`src/core/spi_client_cfg.svh`:
```
`ifndef SPI_CLIENT_CFG_SVH
`define SPI_CLIENT_CFG_SVH

// ----------------------------------------------------------------
// register offsets
// ----------------------------------------------------------------
`define SPI_OFS_CTRLA 3'h0
`define SPI_OFS_CONTROL_B_REGISTER 3'h1
`define SPI_OFS_INTERRUPT_CONTROL_REGISTER 3'h2
`define SPI_OFS_INTERRUPT_FLAG_REGISTER 3'h3
`define SPI_OFS_DATA 3'h4

// ----------------------------------------------------------------
// writable masks and reset values
// ----------------------------------------------------------------
`define SPI_CTRLA_MASK 8'h77
`define SPI_CONTROL_B_REGISTER_MASK 8'hc7
`define SPI_INTERRUPT_CONTROL_REGISTER_MASK 8'hf1
`define SPI_CTRL_RESET 8'h00
`define SPI_BYTE_ZERO 8'h00

// ----------------------------------------------------------------
// field positions
// ----------------------------------------------------------------
`define SPI_CTRLA_ENABLE 0
`define SPI_CTRLA_DORD 6
`define SPI_CONTROL_B_REGISTER_BUFFER_MODE_ENABLE 7
`define SPI_CONTROL_B_REGISTER_WAIT_RECEIVE_SELECT 6
`define SPI_CONTROL_B_REGISTER_MODE_HI 1
`define SPI_CONTROL_B_REGISTER_MODE_LO 0
`define SPI_INT_RXC 7
`define SPI_INT_TXC 6
`define SPI_INT_DRE 5
`define SPI_INT_SSI 4
`define SPI_INT_OVF 0
`define SPI_INT_IE 0
`define SPI_INT_WRITE_COLLISION_FLAG 6

// ----------------------------------------------------------------
// counts
// ----------------------------------------------------------------
`define SPI_LAST_BIT 3'h7
`define SPI_RX_DEPTH 2'h2

`endif

```
`src/core/spi_client_pkg.sv`:
```
`default_nettype none
package spi_client_pkg;
    // client framing state, follows the synchronised select
    typedef enum logic {ST_IDLE, ST_ACTIVE} xfer_state_t;
    typedef logic [7:0] spi_byte_t;
endpackage
`default_nettype wire

```
`src/core/spi_client_buffered_select.sv`:
```
// Implementation choices: strobed register access and the register addresses.
`include "spi_client_cfg.svh"
`default_nettype none
module spi_client_buffered_select (
    input wire logic sys_clk,
    input wire logic rst_n,
    input wire logic [2:0] addr,
    input wire logic [7:0] wr_data,
    input wire logic wr_en,
    input wire logic rd_en,
    output logic [7:0] rd_data,
    input wire logic sck,
    input wire logic ss_n,
    input wire logic mosi,
    input wire logic miso_dir_out,
    output logic miso_out,
    output logic miso_oe_n,
    output logic sck_event,
    output logic irq
);

    // ----------------------------------------------------------------
    // helpers
    // ----------------------------------------------------------------
    function automatic logic hit(input logic [2:0] a, input logic [2:0] ofs, input logic stb);
        hit = stb && (a == ofs);
    endfunction

    function automatic spi_client_pkg::spi_byte_t shift_in(input spi_client_pkg::spi_byte_t b,
                                                           input logic din, input logic lsb_first);
        shift_in = lsb_first ? {din, b[7:1]} : {b[6:0], din};
    endfunction

    function automatic logic out_bit(input spi_client_pkg::spi_byte_t b, input logic lsb_first);
        out_bit = lsb_first ? b[0] : b[7];
    endfunction

    // ----------------------------------------------------------------
    // declarations
    // ----------------------------------------------------------------
    logic sck_s1_ff, sck_s2_ff, sck_s3_ff;
    logic ss_s1_ff, ss_s2_ff;
    logic mosi_s1_ff, mosi_s2_ff;
    logic [7:0] ctrla_ff, control_b_register_ff, interrupt_control_register_ff;
    spi_client_pkg::xfer_state_t state_ff, nxt_state;
    logic [2:0] bit_cnt_ff;
    spi_client_pkg::spi_byte_t shreg_ff, txbuf_ff, rx_head_ff, rx_buf_ff, rx_byte;
    logic [1:0] rx_cnt_ff;
    logic dre_ff, shreg_free_ff;
    logic done_d1_ff, done_d2_ff, sent_all_ff;
    logic rxc_flag_ff, txc_flag_ff, ssi_flag_ff, ovf_flag_ff, write_collision_flag_flag_ff;
    logic miso_ff, miso_oe_n_ff, sck_event_ff, irq_ff;
    logic [7:0] rd_data_ff, nxt_rd_data;
    logic enable, dord, buffer_mode_enable, wait_receive_select, sample_on_rise;
    logic selected, rise, fall, sample_go, setup_go, xfer_done;
    logic data_wr, data_rd, flags_wr, early_load, normal_load, busy;
    logic push, pop;

    // ----------------------------------------------------------------
    // input synchronisers
    // ----------------------------------------------------------------
    // select, clock and data each cross through two flops; clock gets a third stage, read with stage two for edge detection
    always_ff @(posedge sys_clk) begin
        if (!rst_n) begin
            sck_s1_ff <= 1'b0;
            sck_s2_ff <= 1'b0;
            sck_s3_ff <= 1'b0;
            ss_s1_ff <= 1'b1;
            ss_s2_ff <= 1'b1;
            mosi_s1_ff <= 1'b0;
            mosi_s2_ff <= 1'b0;
        end else begin
            sck_s1_ff <= sck;
            sck_s2_ff <= sck_s1_ff;
            sck_s3_ff <= sck_s2_ff;
            ss_s1_ff <= ss_n;
            ss_s2_ff <= ss_s1_ff;
            mosi_s1_ff <= mosi;
            mosi_s2_ff <= mosi_s1_ff;
        end
    end

    // event output is the synchronised serial clock level, no event input exists
    always_ff @(posedge sys_clk) begin
        if (!rst_n) begin
            sck_event_ff <= 1'b0;
        end else begin
            sck_event_ff <= sck_s2_ff;
        end
    end

    // ----------------------------------------------------------------
    // configuration decode
    // ----------------------------------------------------------------
    assign enable = ctrla_ff[`SPI_CTRLA_ENABLE];
    assign dord = ctrla_ff[`SPI_CTRLA_DORD];
    assign buffer_mode_enable = control_b_register_ff[`SPI_CONTROL_B_REGISTER_BUFFER_MODE_ENABLE];
    assign wait_receive_select = control_b_register_ff[`SPI_CONTROL_B_REGISTER_WAIT_RECEIVE_SELECT];
    // modes 0 and 3 sample on the rising edge, 1 and 2 on the falling edge
    assign sample_on_rise = ~(control_b_register_ff[`SPI_CONTROL_B_REGISTER_MODE_HI] ^ control_b_register_ff[`SPI_CONTROL_B_REGISTER_MODE_LO]);
    assign selected = enable && !ss_s2_ff;
    assign rise = sck_s2_ff && !sck_s3_ff;
    assign fall = !sck_s2_ff && sck_s3_ff;
    assign sample_go = selected && (sample_on_rise ? rise : fall);
    assign setup_go = selected && (sample_on_rise ? fall : rise);
    assign xfer_done = sample_go && (bit_cnt_ff == `SPI_LAST_BIT);
    assign rx_byte = shift_in(shreg_ff, mosi_s2_ff, dord);

    // ----------------------------------------------------------------
    // register bus strobes
    // ----------------------------------------------------------------
    assign data_wr = hit(addr, `SPI_OFS_DATA, wr_en);
    assign data_rd = hit(addr, `SPI_OFS_DATA, rd_en);
    assign flags_wr = hit(addr, `SPI_OFS_INTERRUPT_FLAG_REGISTER, wr_en);
    assign busy = (bit_cnt_ff != 3'h0) || sample_go;
    // unbuffered write lands straight in the shift register when idle
    assign normal_load = data_wr && !buffer_mode_enable && !busy;
    // wait-for-receive: first write while deselected skips the buffer one cycle later
    assign early_load = buffer_mode_enable && wait_receive_select && !selected && shreg_free_ff && !dre_ff;
    assign push = xfer_done && buffer_mode_enable;
    assign pop = data_rd && buffer_mode_enable && (rx_cnt_ff != 2'h0);

    // control registers, reserved bits held at zero
    always_ff @(posedge sys_clk) begin
        if (!rst_n) begin
            ctrla_ff <= `SPI_CTRL_RESET;
            control_b_register_ff <= `SPI_CTRL_RESET;
            interrupt_control_register_ff <= `SPI_CTRL_RESET;
        end else begin
            if (hit(addr, `SPI_OFS_CTRLA, wr_en)) begin
                ctrla_ff <= wr_data & `SPI_CTRLA_MASK;
            end
            if (hit(addr, `SPI_OFS_CONTROL_B_REGISTER, wr_en)) begin
                control_b_register_ff <= wr_data & `SPI_CONTROL_B_REGISTER_MASK;
            end
            if (hit(addr, `SPI_OFS_INTERRUPT_CONTROL_REGISTER, wr_en)) begin
                interrupt_control_register_ff <= wr_data & `SPI_INTERRUPT_CONTROL_REGISTER_MASK;
            end
        end
    end

    // ----------------------------------------------------------------
    // framing state and bit counter
    // ----------------------------------------------------------------
    always_comb begin
        nxt_state = state_ff;
        unique case (state_ff)
            spi_client_pkg::ST_IDLE: begin
                if (selected) begin
                    nxt_state = spi_client_pkg::ST_ACTIVE;
                end
            end
            spi_client_pkg::ST_ACTIVE: begin
                if (!selected) begin
                    nxt_state = spi_client_pkg::ST_IDLE;
                end
            end
        endcase
    end

    always_ff @(posedge sys_clk) begin
        if (!rst_n) begin
            state_ff <= spi_client_pkg::ST_IDLE;
        end else begin
            state_ff <= nxt_state;
        end
    end

    // deselect clears the count at once so the next byte starts aligned
    always_ff @(posedge sys_clk) begin
        if (!rst_n) begin
            bit_cnt_ff <= 3'h0;
        end else if (!selected) begin
            bit_cnt_ff <= 3'h0;
        end else if (sample_go) begin
            bit_cnt_ff <= bit_cnt_ff + 3'h1;
        end
    end

    // ----------------------------------------------------------------
    // shift register and transmit buffer
    // ----------------------------------------------------------------
    // the shift register is full duplex; left untouched it is the dummy byte
    always_ff @(posedge sys_clk) begin
        if (!rst_n) begin
            shreg_ff <= `SPI_BYTE_ZERO;
        end else if (push && !dre_ff) begin
            shreg_ff <= txbuf_ff;
        end else if (sample_go) begin
            shreg_ff <= rx_byte;
        end else if (early_load) begin
            shreg_ff <= txbuf_ff;
        end else if (normal_load) begin
            shreg_ff <= wr_data;
        end
    end

    // every buffered write goes to the buffer; a write while full is lost
    always_ff @(posedge sys_clk) begin
        if (!rst_n) begin
            txbuf_ff <= `SPI_BYTE_ZERO;
            dre_ff <= 1'b1;
        end else if (data_wr && buffer_mode_enable && dre_ff) begin
            txbuf_ff <= wr_data;
            dre_ff <= 1'b0;
        end else if ((push || early_load) && !dre_ff) begin
            dre_ff <= 1'b1;
        end
    end

    // tracks whether the shift register may take a write while deselected
    always_ff @(posedge sys_clk) begin
        if (!rst_n) begin
            shreg_free_ff <= 1'b1;
        end else if (early_load) begin
            shreg_free_ff <= 1'b0;
        end else if (push) begin
            shreg_free_ff <= dre_ff;
        end
    end

    // miso follows the next outgoing bit between bytes, else moves on setup edges
    always_ff @(posedge sys_clk) begin
        if (!rst_n) begin
            miso_ff <= 1'b0;
            miso_oe_n_ff <= 1'b1;
        end else begin
            if ((bit_cnt_ff == 3'h0) || setup_go) begin
                miso_ff <= out_bit(shreg_ff, dord);
            end
            miso_oe_n_ff <= !(selected && miso_dir_out);
        end
    end

    // ----------------------------------------------------------------
    // receive queue
    // ----------------------------------------------------------------
    // two entries; unbuffered mode uses the head only and overwrites it
    always_ff @(posedge sys_clk) begin
        if (!rst_n) begin
            rx_head_ff <= `SPI_BYTE_ZERO;
            rx_buf_ff <= `SPI_BYTE_ZERO;
            rx_cnt_ff <= 2'h0;
        end else if (xfer_done && !buffer_mode_enable) begin
            rx_head_ff <= rx_byte;
        end else if (push && pop) begin
            if (rx_cnt_ff == 2'h1) begin
                rx_head_ff <= rx_byte;
            end else begin
                rx_head_ff <= rx_buf_ff;
                rx_buf_ff <= rx_byte;
            end
        end else if (push) begin
            if (rx_cnt_ff == 2'h0) begin
                rx_head_ff <= rx_byte;
                rx_cnt_ff <= 2'h1;
            end else if (rx_cnt_ff == 2'h1) begin
                rx_buf_ff <= rx_byte;
                rx_cnt_ff <= `SPI_RX_DEPTH;
            end
        end else if (pop) begin
            rx_head_ff <= rx_buf_ff;
            rx_cnt_ff <= rx_cnt_ff - 2'h1;
        end
    end

    // ----------------------------------------------------------------
    // flags
    // ----------------------------------------------------------------
    // delay line spacing buffer-empty, receive and transfer flags one cycle apart
    always_ff @(posedge sys_clk) begin
        if (!rst_n) begin
            done_d1_ff <= 1'b0;
            done_d2_ff <= 1'b0;
            sent_all_ff <= 1'b0;
        end else begin
            done_d1_ff <= push;
            done_d2_ff <= done_d1_ff;
            if (push) begin
                sent_all_ff <= dre_ff;
            end
        end
    end

    // set beats a clear arriving in the same cycle, for every flag
    always_ff @(posedge sys_clk) begin
        if (!rst_n) begin
            rxc_flag_ff <= 1'b0;
        end else if (buffer_mode_enable ? done_d1_ff : xfer_done) begin
            rxc_flag_ff <= 1'b1;
        end else if (flags_wr && wr_data[`SPI_INT_RXC]) begin
            rxc_flag_ff <= 1'b0;
        end
    end

    always_ff @(posedge sys_clk) begin
        if (!rst_n) begin
            txc_flag_ff <= 1'b0;
        end else if (done_d2_ff && sent_all_ff) begin
            txc_flag_ff <= 1'b1;
        end else if (flags_wr && wr_data[`SPI_INT_TXC]) begin
            txc_flag_ff <= 1'b0;
        end
    end

    always_ff @(posedge sys_clk) begin
        if (!rst_n) begin
            ssi_flag_ff <= 1'b0;
        end else if (buffer_mode_enable && selected && (state_ff == spi_client_pkg::ST_IDLE)) begin
            ssi_flag_ff <= 1'b1;
        end else if (flags_wr && wr_data[`SPI_INT_SSI]) begin
            ssi_flag_ff <= 1'b0;
        end
    end

    // a byte arriving with both queue entries full is dropped and flagged
    always_ff @(posedge sys_clk) begin
        if (!rst_n) begin
            ovf_flag_ff <= 1'b0;
        end else if (push && !pop && (rx_cnt_ff == `SPI_RX_DEPTH)) begin
            ovf_flag_ff <= 1'b1;
        end else if (flags_wr && wr_data[`SPI_INT_OVF]) begin
            ovf_flag_ff <= 1'b0;
        end
    end

    always_ff @(posedge sys_clk) begin
        if (!rst_n) begin
            write_collision_flag_flag_ff <= 1'b0;
        end else if (data_wr && !buffer_mode_enable && busy) begin
            write_collision_flag_flag_ff <= 1'b1;
        end else if (flags_wr && wr_data[`SPI_INT_WRITE_COLLISION_FLAG]) begin
            write_collision_flag_flag_ff <= 1'b0;
        end
    end

    // single request line; sources depend on buffer mode
    always_ff @(posedge sys_clk) begin
        if (!rst_n) begin
            irq_ff <= 1'b0;
        end else if (buffer_mode_enable) begin
            irq_ff <= (rxc_flag_ff && interrupt_control_register_ff[`SPI_INT_RXC]) || (txc_flag_ff && interrupt_control_register_ff[`SPI_INT_TXC])
                   || (dre_ff && interrupt_control_register_ff[`SPI_INT_DRE]) || (ssi_flag_ff && interrupt_control_register_ff[`SPI_INT_SSI]);
        end else begin
            irq_ff <= interrupt_control_register_ff[`SPI_INT_IE] && (rxc_flag_ff || write_collision_flag_flag_ff);
        end
    end

    // ----------------------------------------------------------------
    // read path
    // ----------------------------------------------------------------
    always_comb begin
        nxt_rd_data = `SPI_BYTE_ZERO;
        if (rd_en) begin
            if (addr == `SPI_OFS_CTRLA) begin
                nxt_rd_data = ctrla_ff;
            end else if (addr == `SPI_OFS_CONTROL_B_REGISTER) begin
                nxt_rd_data = control_b_register_ff;
            end else if (addr == `SPI_OFS_INTERRUPT_CONTROL_REGISTER) begin
                nxt_rd_data = interrupt_control_register_ff;
            end else if (addr == `SPI_OFS_INTERRUPT_FLAG_REGISTER) begin
                nxt_rd_data = buffer_mode_enable ? {rxc_flag_ff, txc_flag_ff, dre_ff, ssi_flag_ff, 3'h0, ovf_flag_ff}
                                    : {rxc_flag_ff, write_collision_flag_flag_ff, 6'h00};
            end else if (addr == `SPI_OFS_DATA) begin
                nxt_rd_data = rx_head_ff;
            end
        end
    end

    // data stands only in the cycle after the read strobe
    always_ff @(posedge sys_clk) begin
        if (!rst_n) begin
            rd_data_ff <= `SPI_BYTE_ZERO;
        end else begin
            rd_data_ff <= nxt_rd_data;
        end
    end

    assign rd_data = rd_data_ff;
    assign miso_out = miso_ff;
    assign miso_oe_n = miso_oe_n_ff;
    assign sck_event = sck_event_ff;
    assign irq = irq_ff;

    // ----------------------------------------------------------------
    // assertions
    // ----------------------------------------------------------------
    a_copy_at_end: assert property (@(posedge sys_clk) disable iff (!rst_n)
        push && !dre_ff |=> dre_ff && (shreg_ff == $past(txbuf_ff)))
        else $error("buffer byte not moved to shift register at transfer end");

    a_full_drop: assert property (@(posedge sys_clk) disable iff (!rst_n)
        data_wr && buffer_mode_enable && !dre_ff |=> txbuf_ff == $past(txbuf_ff))
        else $error("write into full buffer was not dropped");

    a_rxc_after_dre: assert property (@(posedge sys_clk) disable iff (!rst_n)
        push |-> ##1 dre_ff ##1 rxc_flag_ff)
        else $error("receive-complete not one cycle after buffer-empty");

    a_txc_all_sent: assert property (@(posedge sys_clk) disable iff (!rst_n)
        push && dre_ff |-> ##3 txc_flag_ff)
        else $error("transfer-complete missing after full drain");

    a_txc_pending: assert property (@(posedge sys_clk) disable iff (!rst_n)
        push && !dre_ff && !txc_flag_ff ##1 !done_d2_ff[*2] |-> !txc_flag_ff)
        else $error("transfer-complete set while a byte was still pending");

    a_early_load: assert property (@(posedge sys_clk) disable iff (!rst_n)
        (data_wr && buffer_mode_enable && wait_receive_select && dre_ff && shreg_free_ff && !selected && !xfer_done) ##1 !selected
        |=> shreg_ff == $past(wr_data, 2))
        else $error("write while deselected did not reach shift register");

    a_deselect_reset: assert property (@(posedge sys_clk) disable iff (!rst_n)
        ss_s2_ff |=> bit_cnt_ff == 3'h0 && state_ff == spi_client_pkg::ST_IDLE)
        else $error("deselect did not reset the bit counter");

    a_miso_release: assert property (@(posedge sys_clk) disable iff (!rst_n)
        $rose(ss_s2_ff) |=> miso_oe_n ##1 miso_oe_n)
        else $error("miso driven while deselected");

    a_event_follows: assert property (@(posedge sys_clk) disable iff (!rst_n)
        $changed(sck_s2_ff) |=> sck_event == $past(sck_s2_ff))
        else $error("clock event does not follow synchronised sck");

    a_write_collision_flag_set: assert property (@(posedge sys_clk) disable iff (!rst_n)
        data_wr && !buffer_mode_enable && bit_cnt_ff != 3'h0 |=> write_collision_flag_flag_ff && shreg_ff != $past(wr_data) || $past(sample_go))
        else $error("write collision not flagged");

    a_irq_hold: assert property (@(posedge sys_clk) disable iff (!rst_n)
        buffer_mode_enable && rxc_flag_ff && interrupt_control_register_ff[`SPI_INT_RXC] && $stable(control_b_register_ff) |=> irq)
        else $error("interrupt request not raised for enabled flag");

endmodule
`default_nettype wire

```
`config.mk`:
```
export PLATFORM = sky130hd
export DESIGN_NAME = spi_client_buffered_select
export DESIGN_NICKNAME = d
export VERILOG_FILES = /design/src/core/spi_client_pkg.sv /design/src/core/spi_client_buffered_select.sv
export VERILOG_INCLUDE_DIRS = /design/src /design/src/core
export SDC_FILE = /design/constraint.sdc
export NUM_CORES = 1
export LEC_CHECK = 0
export BUFFER_PORTS_ARGS = -buffer_cell sky130_fd_sc_hd__buf_2
export CORE_UTILIZATION = 55
export CTS_CLUSTER_DIAMETER = 120
export DETAILED_ROUTE_END_ITERATION = 6
export GPL_TIMING_DRIVEN = 1
export PLACE_DENSITY = 0.72
export SYNTH_ARGS = -nofsm -noshare
export SYNTH_HDL_FRONTEND = slang
export SYNTH_SLANG_ARGS = --single-unit
```
`constraint.sdc`:
```
create_clock -name sys_clk -period 3.6 [get_ports sys_clk]
set_clock_uncertainty 0.1 [all_clocks]
set_input_delay 0 -clock sys_clk [delete_from_list [all_inputs] [get_ports sys_clk]]
set_output_delay 0 -clock sys_clk [all_outputs]
set_load 0.1 [all_outputs]
```
**Word level (Yosys, flattened, before mapping)**

Cells that the tools add are included.

- Word-level logic and storage cells: 177
- Register bits after elaboration: 82
- Bits of input ports: 19

- Multiplexer cells: 44
- Add/subtract/negate cells: 2
- Bitwise operators: 5
- Reduce and logical (&&, ||, !) cells: 82
- Equal/unequal tests: 11

Operators with widths:

| operator | count |
|---|---|
| two-way mux 8 bit | 19 |
| logical AND 1 bit | 43 |
| nonzero test 2 bit | 10 |
| two-way mux 1 bit | 19 |
| two-way mux 7 bit | 2 |
| zero test 1 bit | 9 |
| two-way mux 2 bit | 4 |
| AND reduction 4 bit | 2 |
| nonzero test 4 bit | 2 |
| logical OR 1 bit | 7 |
| equality test 3 x 2 -> 1 bit, second input constant | 2 |
| equality test 3 bit, second input constant | 2 |
| zero test 3 bit | 2 |
| AND reduction 2 bit | 3 |
| != test 2 bit, second input constant | 2 |
| != test 4 x 1 -> 1 bit, second input constant | 1 |
| inverter 1 bit | 4 |
| OR reduction 4 bit | 1 |
| adder 3 x 1 -> 3 bit, second input constant | 1 |
| equality test 3 x 1 -> 1 bit, second input constant | 1 |
| != test 3 x 1 -> 1 bit, second input constant | 1 |
| nonzero test 3 bit | 1 |
| equality test 2 x 1 -> 1 bit, second input constant | 1 |
| equality test 2 bit, second input constant | 1 |
| 4 further kinds | 4 |

**Longest topological paths before layout**

Gate-level depths: netlist of the first run.

- Word-level depth: 11
- Gate-level depth with buffers: 8
- Gate-level depth less buffers: 7

**Worst setup path before layout of the first run**

No wires, ideal clock.

- Path kind: register to register
- From: register, netlist name sck_event
- To: register shreg_ff[6]
- Stages on the path, launching flop included: 7
- Arrival time: 2217 ps
- Slack: 1165 ps
- Setup time: 117 ps
- Path through: dfxtp_1 nor4bb_1 mux2i_2 buf_6 a21oi_1 a221o_1 a32o_1

RTL lines:

| what | line | text |
|---|---|---|
| end signal, assigned | spi_client_buffered_select.sv:186 | `` shreg_ff <= `SPI_BYTE_ZERO; `` |
| end signal, assigned | spi_client_buffered_select.sv:188 | `shreg_ff <= txbuf_ff;` |
| end signal, assigned | spi_client_buffered_select.sv:190 | `shreg_ff <= rx_byte;` |
| end, declared | spi_client_buffered_select.sv:47 | `spi_client_pkg::spi_byte_t shreg_ff, txbuf_ff, rx_head_ff, rx_buf_ff, rx_byte;` |

**Worst setup path after layout of the first run**

- From: register control_b_register_ff[0]
- To: register rx_cnt_ff[1]

- Longest elaborated chain between the ends: 8
- Elaborated cells on any way between the ends: 13
- Classes of those cells: 1 x eq/ne; 2 x mux; 3 x bitwise; 7 x reduce/logical

Ends and longest elaborated chain:

| what | line | text |
|---|---|---|
| start, declared | spi_client_buffered_select.sv:44 | `logic [7:0] ctrla_ff, control_b_register_ff, interrupt_control_register_ff;` |
| start signal, assigned | spi_client_buffered_select.sv:127 | `` control_b_register_ff <= `SPI_CTRL_RESET; `` |
| start signal, assigned | spi_client_buffered_select.sv:134 | `` control_b_register_ff <= wr_data & `SPI_CONTROL_B_REGISTER_MASK; `` |
| XOR 1 bit * | spi_client_buffered_select.sv:100 | `` assign sample_on_rise = ~(control_b_register_ff[`SPI_CONTROL_B_REGISTER_MODE_HI] ^ control_b_register_ff[`SPI_ ... `` |
| two-way mux 1 bit * | spi_client_buffered_select.sv:104 | `assign sample_go = selected && (sample_on_rise ? rise : fall);` |
| logical AND 1 bit * | spi_client_buffered_select.sv:104 |  |
| logical AND 1 bit * | spi_client_buffered_select.sv:106 | `` assign xfer_done = sample_go && (bit_cnt_ff == `SPI_LAST_BIT); `` |
| parallel branches: the longest is 4 deep, another holds AND reduction 4 bit | n/a |  |
| end signal, assigned | spi_client_buffered_select.sv:259 | `` rx_cnt_ff <= `SPI_RX_DEPTH; `` |
| end signal, assigned | spi_client_buffered_select.sv:263 | `rx_cnt_ff <= rx_cnt_ff - 2'h1;` |
| end, declared | spi_client_buffered_select.sv:48 | `logic [1:0] rx_cnt_ff;` |

Mark *: on every way between the ends.
A chain may end at the register's enable or synchronous reset.

==> results of run 1 <==
==> cell families after synthesis <==
logic type | synth area share, %
flops | 41.23
mux | 13.76
buf+inv | 5.091
simple gates | 20.33
xor+xnor | 0.8487
fa+ha+maj | 1.886
compound gates | 16.85
==> what timing repair did <==
action / 4_1_cts / 5_1_grt
hold endpoints to repair: 42 / 0
setup endpoints to repair: 0 / 0
hold buffers: 15 / 0
==> sequential cells by signal, summed over array words and instances, names as in the netlist, 2 cells and up <==
signal,count
ctrla_ff,6
rx_buf_ff,8
shreg_ff,8
rx_cnt_ff,2
bit_cnt_ff,3
rx_head_ff,8
txbuf_ff,8
rd_data,8
interrupt_control_register_ff,5
control_b_register_ff,5
==> worst register-to-register path, delay by kind of cell, from the launching register on <==
family / cells / cell delay, ns
compound gates: 2 / 0.48
mux: 1 / 1.06
flops: 1 / 0.35
simple gates: 1 / 0.30
xor+xnor: 1 / 0.32
==> cell type report <==
type | instances | area, µm²
fill | 611 | 2369
multi-input combinational | 291 | 2137
sequential | 82 | 1642
timing repair buffer | 48 | 322.8
clock buffer | 12 | 155.1
tap | 96 | 120.1
clock inverter | 4 | 97.59
inverter | 17 | 63.81
==> cell usage in the layout, fill, tap and decap left out, types with 11 or more instances in the layout <==
cell and count:
sky130_fd_sc_hd__a21oi_1 20, sky130_fd_sc_hd__buf_2 30, sky130_fd_sc_hd__clkbuf_8 11, sky130_fd_sc_hd__dfxtp_1 82
sky130_fd_sc_hd__dlygate4sd3_1 15, sky130_fd_sc_hd__inv_1 17, sky130_fd_sc_hd__mux2i_1 50, sky130_fd_sc_hd__nand2_1 25
sky130_fd_sc_hd__nor2_1 30, sky130_fd_sc_hd__nor2b_1 36, sky130_fd_sc_hd__o211a_1 18
==> stage by stage <==
stage | hold WS (ns) | area (µm²) | utilization (%) | setup WS (ns) | instances
after floorplan | -0.03806 | 3981 | - | 1.166 | 415
after global placement | 0.06236 | 4135 | 59.87 | 1.045 | 519
after detailed placement | 0.06240 | 4135 | 59.87 | 0.9098 | 519
after CTS | 0.05645 | 4538 | 65.71 | 0.8881 | 550
after global routing | 0.09187 | 4538 | 65.71 | 0.6916 | 550
final | 0.06892 | 4538 | 65.71 | 0.8844 | 550
==> cell usage after synthesis (all sizes together), types with 2 or more instances <==
master	instances	share of area (%)
dfxtp	82	41
mux2i	51	13
nor2b	36	5.7
nor2	31	3.0
nand2	26	2.5
a21oi	20	2.5
o211a	18	4.5
inv	17	1.6
clkbuf	15	1.4
buf	10	2.0
nor3	9	1.5
o22ai	9	1.4
a221o	8	2.0
a32o	8	2.0
and2	8	1.3
or3	8	1.3
nand2b	7	1.1
o21ai	7	0.88
ha	6	1.9
nand3	4	0.50
a22oi	3	0.57
mux2	3	0.85
nor3b	3	0.82
o22a	3	0.66
xnor2	3	0.85
a31oi	2	0.31
a32oi	2	0.44
and4bb	2	0.63
==> layer usage <==
metal	vias up	GRT usage [%]	wire length, µm	share of wire, %
met5	-	0	0	0
met4	0	11.21	155	1.7
met3	12	4.455	372	4.1
met2	72	41.30	4158	46
met1	1495	33.97	4357	48
li1	1548	-	-	-
==> worst max-delay path by stage <==
stage                                         from      endpoint  slack, ns  depth (start not counted)
after floorplan                          sck_event   shreg_ff[6]       1.17                          6
after global placement    control_b_register_ff[0]  rx_cnt_ff[1]       1.05                          5
after detailed placement  control_b_register_ff[0]  rx_cnt_ff[1]       0.91                          5
after CTS                 control_b_register_ff[0]  rx_cnt_ff[1]       0.89                          5
after global routing      control_b_register_ff[0]  rx_cnt_ff[1]       0.69                          5
final                     control_b_register_ff[0]  rx_cnt_ff[1]       0.88                          5
==> power by group through the flow <==
stage	Clock, µW	Combinational (µW)	Sequential (µW)
2_1_floorplan	0	67.4	949
3_3_place_gp	0	101	945
3_5_place_dp	0	102	945
4_1_cts	840	115	923
5_1_grt	875	125	925
6_report	829	116	924
==> results.ini, run 1 <==
[run_status]
run_status = completed

[cts]
post_cts_resized = 0
cts_post_setup_buffers_inserted = 0
clk-insertion-delay-late_ns = 0.36
clock_tree.buffer_depth = 2
cts_buffers = 9
cts.sinks = 82
cts-htree-levels = 3
clk_pin_slew_ns = 0.08
cts.root.buffer_cell = sky130_fd_sc_hd__clkbuf_8
tritoncts_clock_tree = built

[global_routing]
grt_antenna_before_repair = 0
globalRoute.totalOverflow = 0
grt_usage_pct = 25.72
grt_start_max_net_pins = 41
first_global_vias = 3006
grt_pass1_wl_um = 14680

[pwr]
internal_power_uw = 1466
power.share.combinational_pct = 6.2
totalPowerFinal_uw = 1868
pwr-share-seq_pct = 49.4
power.share.switching_pct = 21.51
power.switching_uw = 401.8
clockPowerShare_pct = 44.4
p_per_area_nw_per_um2 = 411.7
ir_drop_mv = 0.3045
power.leakage_uw = 0.001870

[detailed_routing]
firstDrtPassIters = 4
dr.first_iter.drc_count = 159
post-route-drc-count = 0
via_density = 5.685
post_drt_wl_per_cell_um = 16.44
ant_nets = 0
wirelength_um = 9044
route.vias.total = 3127

[logic_synthesis]
share_of_synthesized_area_occupied_by_flip_flops_and_latches_pct = 41.23
synth_edf_count = 0
synthesized_net_count = 440
synthesized_area_um2 = 3981
synthCells = 415
synth_async_sr_flop_share_pct = 0
postSynth.topFlopCell = sky130_fd_sc_hd__dfxtp_1
number_of_distinct_standard_cells_referenced_by_the_synthesized_netlist = 54
synth.ff_latch_count = 82
yosys_warnings = 0
post_synthesis_average_cell_area_um2 = 9.594

[timing]
min_period_over_period_pct = 75.43
total_setup_violations_reported_at_the_end_of_the_flow = 0
rsz_0062_raised_after_global_routing = no
tightest_slew_ns = 1.247
slew_viol_final = 0
slew_headroom_pct = 15.20
achievable_freq_mhz = 368.2
hold_viol = 0
final_layout_setup_total_negative_slack_ns = 0
post_route_minimum_period_ns = 2.716

[worst_setup_path]
critical_path_peak_fanout = 22
cpPeakStageDelay_ns = 1.06
crit_buf_inv = 0
worst-r2r-setup-slack_ns = 0.88
crit_chain = xnor2_2 > mux2i_2 > nor3_1 > o211a_1 > o311a_1
worst_r2r_startpoint = control_b_register_ff[0]
cp-end-kind = register
cell_type_group_with_the_largest_total_delay_on_the_critical_path = multiplexers
worstPathArrival_ns = 2.86
worst_setup_path_type = reg2reg
cp.required_ns = 3.75
timing.critical_path.slowest_stage_cell = sky130_fd_sc_hd__mux2i_2
setup.worst_path.start_class = register
reg2reg_depth = 5
worstReg2RegEnd = rx_cnt_ff[1]

[layout]
fraction_of_layout_instances_using_a_drive_strength_above_1_pct = 14.10
antenna_cells_inserted = 0
nets = 474
synth_to_final_area_change_pct = 13.98

[placed_design]
port_buffers = 30
place.gp.congestion = 0.8103
hpwlAfterDp_um = 6374

[floorplanning]
die_height_um = 87.08
floorplan.core_area_um2 = 6907
dieArea_um2 = 7583
rows = 30
die-width_um = 87.08
boundaryPins = 31
initial_core_util_pct = 57.64

[flow_run]
max-cap-violations = 0

[min_path]
timing.hold.worst_endpoint = shreg_free_ff
hold_start = rst_n
hold_class = in2reg
whs_path_depth = 2

Note: power is estimated with default switching activity, not from simulation.
==> inputs of run 2 (changes only) <==
- ABC_AREA: not set -> 1
- CORE_UTILIZATION: 55 -> 54
- PLACE_DENSITY: 0.72 -> 0.74
- clock period: 3.6 -> 2.3 ns (I/O delays scaled with it)
==> results.ini, run 2 <==
[detailed_routing]
route.vias.total = 4140  ; +32%
top_signal_layer_used = met4
wirelength_um = 10700  ; +18%
wl_met3_um = 614  ; +65%
post_drt_wl_per_cell_um = 13.79  ; -16%
ant_nets = 0  ; unchanged
dr.first_iter.drc_count = 290  ; +82%
detailroute.wirelength.met2_um = 4792  ; +15%
post-route-drc-count = 0  ; unchanged
m1WireLength_um = 5082  ; +17%
firstDrtPassIters = 4  ; unchanged
via_density = 5.335  ; -6.2%

[pwr]
power.share.combinational_pct = 7.5  ; +1.3 points
p_per_area_nw_per_um2 = 573.3  ; +39%
power.share.switching_pct = 24.59  ; +3.1 points
clockPowerShare_pct = 40.0  ; -4.4 points
pwr-share-seq_pct = 52.5  ; +3.1 points
power.leakage_uw = 0.002119  ; +13%
power.switching_uw = 679.3  ; +69%
internal_power_uw = 2084  ; +42%
ir_drop_mv = 0.4569  ; +50%

[cts]
cts.sinks = 82  ; unchanged
clk_pin_slew_ns = 0.09  ; about the same
tritoncts_clock_tree = built
clk-insertion-delay-late_ns = 0.36  ; about the same
clock_tree.buffer_depth = 2  ; unchanged
cts_buffers = 9  ; unchanged
cts_post_setup_buffers_inserted = 0  ; unchanged
cts.root.buffer_cell = sky130_fd_sc_hd__clkbuf_8
cts-htree-levels = 3  ; unchanged

[layout]
antenna_cells_inserted = 0  ; unchanged
layout.cell_area.non_filler_um2 = 4820  ; +6.2%
layout_commonest_cell = sky130_fd_sc_hd__nand2_1
fraction_of_layout_instances_using_a_drive_strength_above_1_pct = 12.26  ; -1.8 points
layoutNonFillerInstCount = 776  ; +41%
seq_area_um2 = 1642  ; unchanged
filler_cell_count = 640  ; +4.7%
nets = 697  ; +47%
synth_to_final_area_change_pct = 16.94
final_core_utilization_pct = 65.75  ; about the same
multi_input_area_um2 = 2101  ; -1.7%
final_cell_mix = sky130_fd_sc_hd__nand2_1 (197), sky130_fd_sc_hd__dfxtp_1 (82), sky130_fd_sc_hd__inv_1 (72), sky130_fd_sc_hd__nor2_1 (47), sky130_fd_sc_hd__a21oi_1 (47)

[worst_setup_path]
worst-r2r-setup-slack_ns = 0.15  ; -0.74 ns
endpoint = rx_buf_ff[2]
worstPathArrival_ns = 2.31  ; -0.55 ns
worst_setup_path_type = reg2reg
setup.worst_path.start_class = register
critical_path_peak_fanout = 10  ; -55%
worstReg2RegEnd = rx_buf_ff[2]
cp-end-kind = register
worst_r2r_startpoint = bit_cnt_ff[0]
crit_path_start = bit_cnt_ff[0]
cp.required_ns = 2.46  ; -1.29 ns
reg2reg_depth = 10  ; +5

[flow_run]
max-cap-violations = 0  ; unchanged

[logic_synthesis]
synthesized_net_count = 646  ; +47%
synth_async_sr_flop_share_pct = 0  ; unchanged
synthesized_area_um2 = 4121  ; +3.5%
postSynth.topFlopCell = sky130_fd_sc_hd__dfxtp_1
synth_edf_count = 0  ; unchanged
synth_top_area_share_pct = 39.83  ; -1.4 points
share_of_synthesized_area_occupied_by_flip_flops_and_latches_pct = 39.83  ; -1.4 points
synth.ff_latch_count = 82  ; unchanged
synthCells = 621  ; +50%
number_of_distinct_standard_cells_referenced_by_the_synthesized_netlist = 33  ; -39%
synth_area_leaders = sky130_fd_sc_hd__dfxtp_1 (40%), sky130_fd_sc_hd__nand2_1 (18%), sky130_fd_sc_hd__inv_1 (6.6%)
yosys_warnings = 0  ; unchanged
synth.top_cells.by_count = sky130_fd_sc_hd__nand2_1 (197), sky130_fd_sc_hd__dfxtp_1 (82), sky130_fd_sc_hd__inv_1 (73)
most_frequent_cell_after_synthesis = sky130_fd_sc_hd__nand2_1
post_synthesis_average_cell_area_um2 = 6.637  ; -31%
synth.largest_area_cell = sky130_fd_sc_hd__dfxtp_1

[global_routing]
grt_start_max_net_pins = 25  ; -39%
grt_usage_pct = 28.77  ; +3.1 points
globalRoute.totalOverflow = 0  ; unchanged
first_global_vias = 3728  ; +24%
grt_antenna_before_repair = 0  ; unchanged
grt_pass1_wl_um = 17390  ; +18%

[timing]
total_setup_violations_reported_at_the_end_of_the_flow = 0  ; unchanged
slew_viol_final = 0  ; unchanged
final_layout_setup_total_negative_slack_ns = 0  ; unchanged
post_route_minimum_period_ns = 2.154  ; -0.5621 ns
tightest_slew_ns = 0.7003  ; -0.5471 ns
rsz_0062_raised_after_global_routing = no
achievable_freq_mhz = 464.4  ; +26%
min_period_over_period_pct = 93.63  ; +18 points
slew_headroom_pct = 52.82  ; +38 points
hold_viol = 0  ; unchanged

[placed_design]
place.gp.congestion = 0.8938  ; +10%
dpl.cell_count = 738  ; +42%
port_buffers = 30  ; unchanged
hpwlAfterDp_um = 7613  ; +19%
dpl-instance-area_um2 = 4370  ; +5.7%

[min_path]
hold_class = in2reg
hold_start = addr[1]

[floorplanning]
initial_core_util_pct = 56.22  ; -1.4 points
floorplan.core_area_um2 = 7331  ; +6.1%
boundaryPins = 31  ; unchanged
rows = 31  ; +3.3%
die-width_um = 89.37  ; +2.6%
dieArea_um2 = 7986  ; +5.3%
die_height_um = 89.37  ; +2.6%

[run_status]
run_status = completed

==> run 2: worst min path at each step <==
stage                      end  depth (start not counted)  slack (ns)
floorplan            miso_oe_n                          1       -0.03
global placement     miso_oe_n                          2        0.07
detailed placement   miso_oe_n                          2        0.08
CTS                 rd_data[2]                          5       0.009
global route        rd_data[2]                          5        0.03
finish              rd_data[2]                          5        0.01
==> run 2: what timing repair did <==
| action | 4_1_cts | 5_1_grt |
|---|---|---|
| resized for setup | 0 | 4 |
| hold buffers | 22 | 0 |
| endpoints found under the hold margin | 44 | 0 |
| setup endpoints to repair | 0 | 9 |
==> run 2: kinds of logic after synthesis <==
group | synth area share [%]
adders and majority gates | 1.821
AOI/OAI and AO/OA | 16.88
and+or+nand+nor | 31.57
muxes | 0.2732
DFF | 39.83
buffers and inverters | 9.624
==> run 2: per-layer routing <==
metal  up-vias  GRT usage, %
met5         -             0
met4         0         9.524
met3        17         6.925
met2       146         46.29
met1      1883         37.97
li1       2094             -
==> run 2: final cells by class <==
class / instances / share of cell area (%)
Multi-Input combinational cell: 438 / 43.59
Sequential cell: 82 / 34.06
Timing Repair Buffer: 62 / 9.242
Inverter: 79 / 6.153
Clock buffer: 12 / 3.219
Tap cell: 99 / 2.570
Clock inverter: 4 / 1.168
==> run 2: metrics by stage <==
| step | power (µW) | worst slack, ns | hold WS, ns |
|---|---|---|---|
| 2_1_floorplan | 1596 | 0.01431 | -0.03057 |
| 3_3_place_gp | 1659 | 0.1345 | 0.06741 |
| 3_5_place_dp | 1661 | 0.1272 | 0.07537 |
| 4_1_cts | 2779 | 0.1237 | 0.009138 |
| 5_1_grt | 2866 | 0.02544 | 0.03261 |
| 6_report | 2763 | 0.1465 | 0.01417 |
==> run 2: power by group through the flow <==
| stage | registers [µW] | logic, µW | clock network (µW) |
|---|---|---|---|
| after floorplan | 1490 | 102 | 0 |
| after CTS | 1450 | 205 | 1120 |
| final | 1450 | 208 | 1100 |
| after global placement | 1480 | 176 | 0 |
| after global routing | 1450 | 230 | 1180 |
| after detailed placement | 1480 | 178 | 0 |
==> run 2: worst max-delay path, stage by stage, from the launching register on <==
cell and delay, ns:
sky130_fd_sc_hd__dfxtp_1 0.34, sky130_fd_sc_hd__ha_1 0.15, sky130_fd_sc_hd__ha_1 0.23, sky130_fd_sc_hd__nand4_2 0.28, sky130_fd_sc_hd__buf_4 0.28, sky130_fd_sc_hd__nor2_2 0.18, sky130_fd_sc_hd__o21ai_4 0.14, sky130_fd_sc_hd__inv_2 0.16
sky130_fd_sc_hd__nand3_1 0.10, sky130_fd_sc_hd__nand2_1 0.06, sky130_fd_sc_hd__inv_1 0.03
==> inputs of run 3 (changes only) <==
--- a/config.mk
+++ b/config.mk
@@ -15,2 +15,3 @@
 export PLACE_DENSITY = 0.74
+export REMOVE_ABC_BUFFERS = 1
 export SYNTH_ARGS = -nofsm -noshare
==> constraint.sdc (replaced) <==
create_clock -name sys_clk -period 2.3 [get_ports sys_clk]
set_clock_uncertainty 0.1 [all_clocks]
set_input_delay 0.345 -clock sys_clk [delete_from_list [all_inputs] [get_ports sys_clk]]
set_output_delay 0.345 -clock sys_clk [all_outputs]
set_load 0.1 [all_outputs]
==> results.ini, run 3 (synthesized netlist as in run 2, its figures left out) <==
[layout]
antenna_cells_inserted = 0  ; unchanged
synth_to_final_area_change_pct = 11.48
multi_input_area_um2 = 2091  ; -0.48%
layout_commonest_cell = sky130_fd_sc_hd__nand2_1
layout.cell_area.non_filler_um2 = 4594  ; -4.7%
nets = 678  ; -2.7%
filler_cell_count = 679  ; +6.1%
seq_area_um2 = 1642  ; unchanged
fraction_of_layout_instances_using_a_drive_strength_above_1_pct = 12.63  ; +0.37 points
layoutNonFillerInstCount = 756  ; -2.6%
final_cell_mix = sky130_fd_sc_hd__nand2_1 (197), sky130_fd_sc_hd__dfxtp_1 (82), sky130_fd_sc_hd__inv_1 (73), sky130_fd_sc_hd__nor2_1 (48), sky130_fd_sc_hd__a21oi_1 (47)

[cts]
clk-insertion-delay-late_ns = 0.35  ; about the same
clock_tree.buffer_depth = 2  ; unchanged
cts.root.buffer_cell = sky130_fd_sc_hd__clkbuf_8
cts_buffers = 9  ; unchanged
cts_post_setup_buffers_inserted = 0  ; unchanged
ctsHoldBuffers = 0  ; -100%
tritoncts_clock_tree = built
post_cts_resized = 0  ; unchanged
clk_pin_slew_ns = 0.08  ; about the same
cts.sinks = 82  ; unchanged
cts-htree-levels = 3  ; unchanged

[placed_design]
dpl-instance-area_um2 = 4393  ; +0.52%
port_buffers = 30  ; unchanged
hpwlAfterDp_um = 7539  ; -0.98%
dpl.cell_count = 741  ; +0.41%
place.gp.congestion = 0.8978  ; +0.45%

[timing]
achievable_freq_mhz = 480.1  ; +3.4%
final_layout_setup_total_negative_slack_ns = 0  ; unchanged
slew_headroom_pct = 52.28  ; -0.54 points
min_period_over_period_pct = 90.56  ; -3.1 points
total_setup_violations_reported_at_the_end_of_the_flow = 0  ; unchanged
rsz_0062_raised_after_global_routing = no
hold_viol = 0  ; unchanged
post_route_minimum_period_ns = 2.083  ; -0.07064 ns
slew_viol_final = 0  ; unchanged
tightest_slew_ns = 0.7084  ; +0.008070 ns

[min_path]
hold_class = in2reg
hold_start = miso_dir_out

[floorplanning]
rows = 31  ; unchanged
initial_core_util_pct = 56.22  ; unchanged
dieArea_um2 = 7986  ; unchanged
floorplan.core_area_um2 = 7331  ; unchanged
die-width_um = 89.37  ; unchanged
die_height_um = 89.37  ; unchanged
boundaryPins = 31  ; unchanged

[worst_setup_path]
worst_setup_path_type = reg2reg
worst_r2r_startpoint = rx_cnt_ff[0]
crit_chain = inv_1 > ha_1 > nor2_4 > nand3_2 > buf_4 > nor2_4 > nand2_1 > nand2_1 > nor2_1 > nor2_1
cpPeakStageDelay_ns = 0.36  ; +0.02 ns
cp.required_ns = 2.48  ; +0.02 ns
crit_path_start = rx_cnt_ff[0]
crit_buf_inv = 2  ; -1
cell_type_group_with_the_largest_total_delay_on_the_critical_path = simple AND/OR/NAND/NOR gates
worstPathArrival_ns = 2.27  ; -0.04 ns
critical_path_peak_fanout = 16  ; +6
setup.worst_path.start_class = register
cp-end-kind = register
timing.critical_path.slowest_stage_cell = sky130_fd_sc_hd__dfxtp_1

[run_status]
run_status = completed

[detailed_routing]
via_density = 5.333  ; about the same
firstDrtPassIters = 5  ; +1
post_drt_wl_per_cell_um = 13.65  ; -1.0%
dr.first_iter.drc_count = 223  ; -23%
route.vias.total = 4032  ; -2.6%
ant_nets = 0  ; unchanged
wirelength_um = 10320  ; -3.6%
post-route-drc-count = 0  ; unchanged

[global_routing]
grt_start_max_net_pins = 31  ; +24%
grt_usage_pct = 28.42  ; -0.36 points
first_global_vias = 3545  ; -4.9%
grt_pass1_wl_um = 17130  ; -1.5%
globalRoute.totalOverflow = 0  ; unchanged
grt_antenna_before_repair = 0  ; unchanged

[pwr]
power.leakage_uw = 0.002044  ; -3.6%
p_per_area_nw_per_um2 = 581.0  ; +1.3%
ir_drop_mv = 0.3736  ; -18%

[flow_run]
max-cap-violations = 0  ; unchanged

## run 3: cell type report
class	instances	share of cell area [%]
clock buffers	11	3.077
well taps	99	2.696
multi-input cells	438	45.51
inverters	79	6.454
clock inverters	4	1.144
repair buffers	43	5.392
flip-flops and latches	82	35.73
## run 3: stage by stage
stage	power (µW)	hold WS [ns]	utilization, %	setup WS, ns
floorplan	1582	0.2900	-	-0.2150
global placement	1662	0.2911	59.92	0.1645
detailed placement	1664	0.2993	59.92	0.2000
CTS	2691	0.03153	62.57	0.1673
global route	2781	0.04505	62.67	0.01576
finish	2669	0.04071	62.67	0.2171
## run 3: worst reg2reg max path, delay by kind of cell (launching register included)
kind,cells,cell delay (ns)
flops,1,0.36
buf+inv,2,0.33
simple gates,7,1.01
fa+ha+maj,1,0.24
## run 3: where the power goes
| part | total, µW | internal, µW | switching, µW |
|---|---|---|---|
| clock | 1040 | 528 | 507 |
| combinational | 184 | 54.2 | 130 |
| sequential | 1450 | 1440 | 12.5 |
## run 3: worst paths after layout
kind	endpoint	slack, ns	cells after the start
setup / recovery	rx_head_ff[7]	0.22	10
hold / removal	miso_oe_n	0.04	2
hold reg to reg	mosi_s2_ff	0.32	2
setup reg to reg	rx_head_ff[7]	0.22	10
## run 3: routing by layer
layer  global-route usage, %  up-vias  share of wire, %
li1                        -     2052                 -
met2                   46.43      125                46
met4                   8.514        0               1.9
met3                   6.925       15               5.6
met1                   37.18     1840                46
met5                       0        -                 0
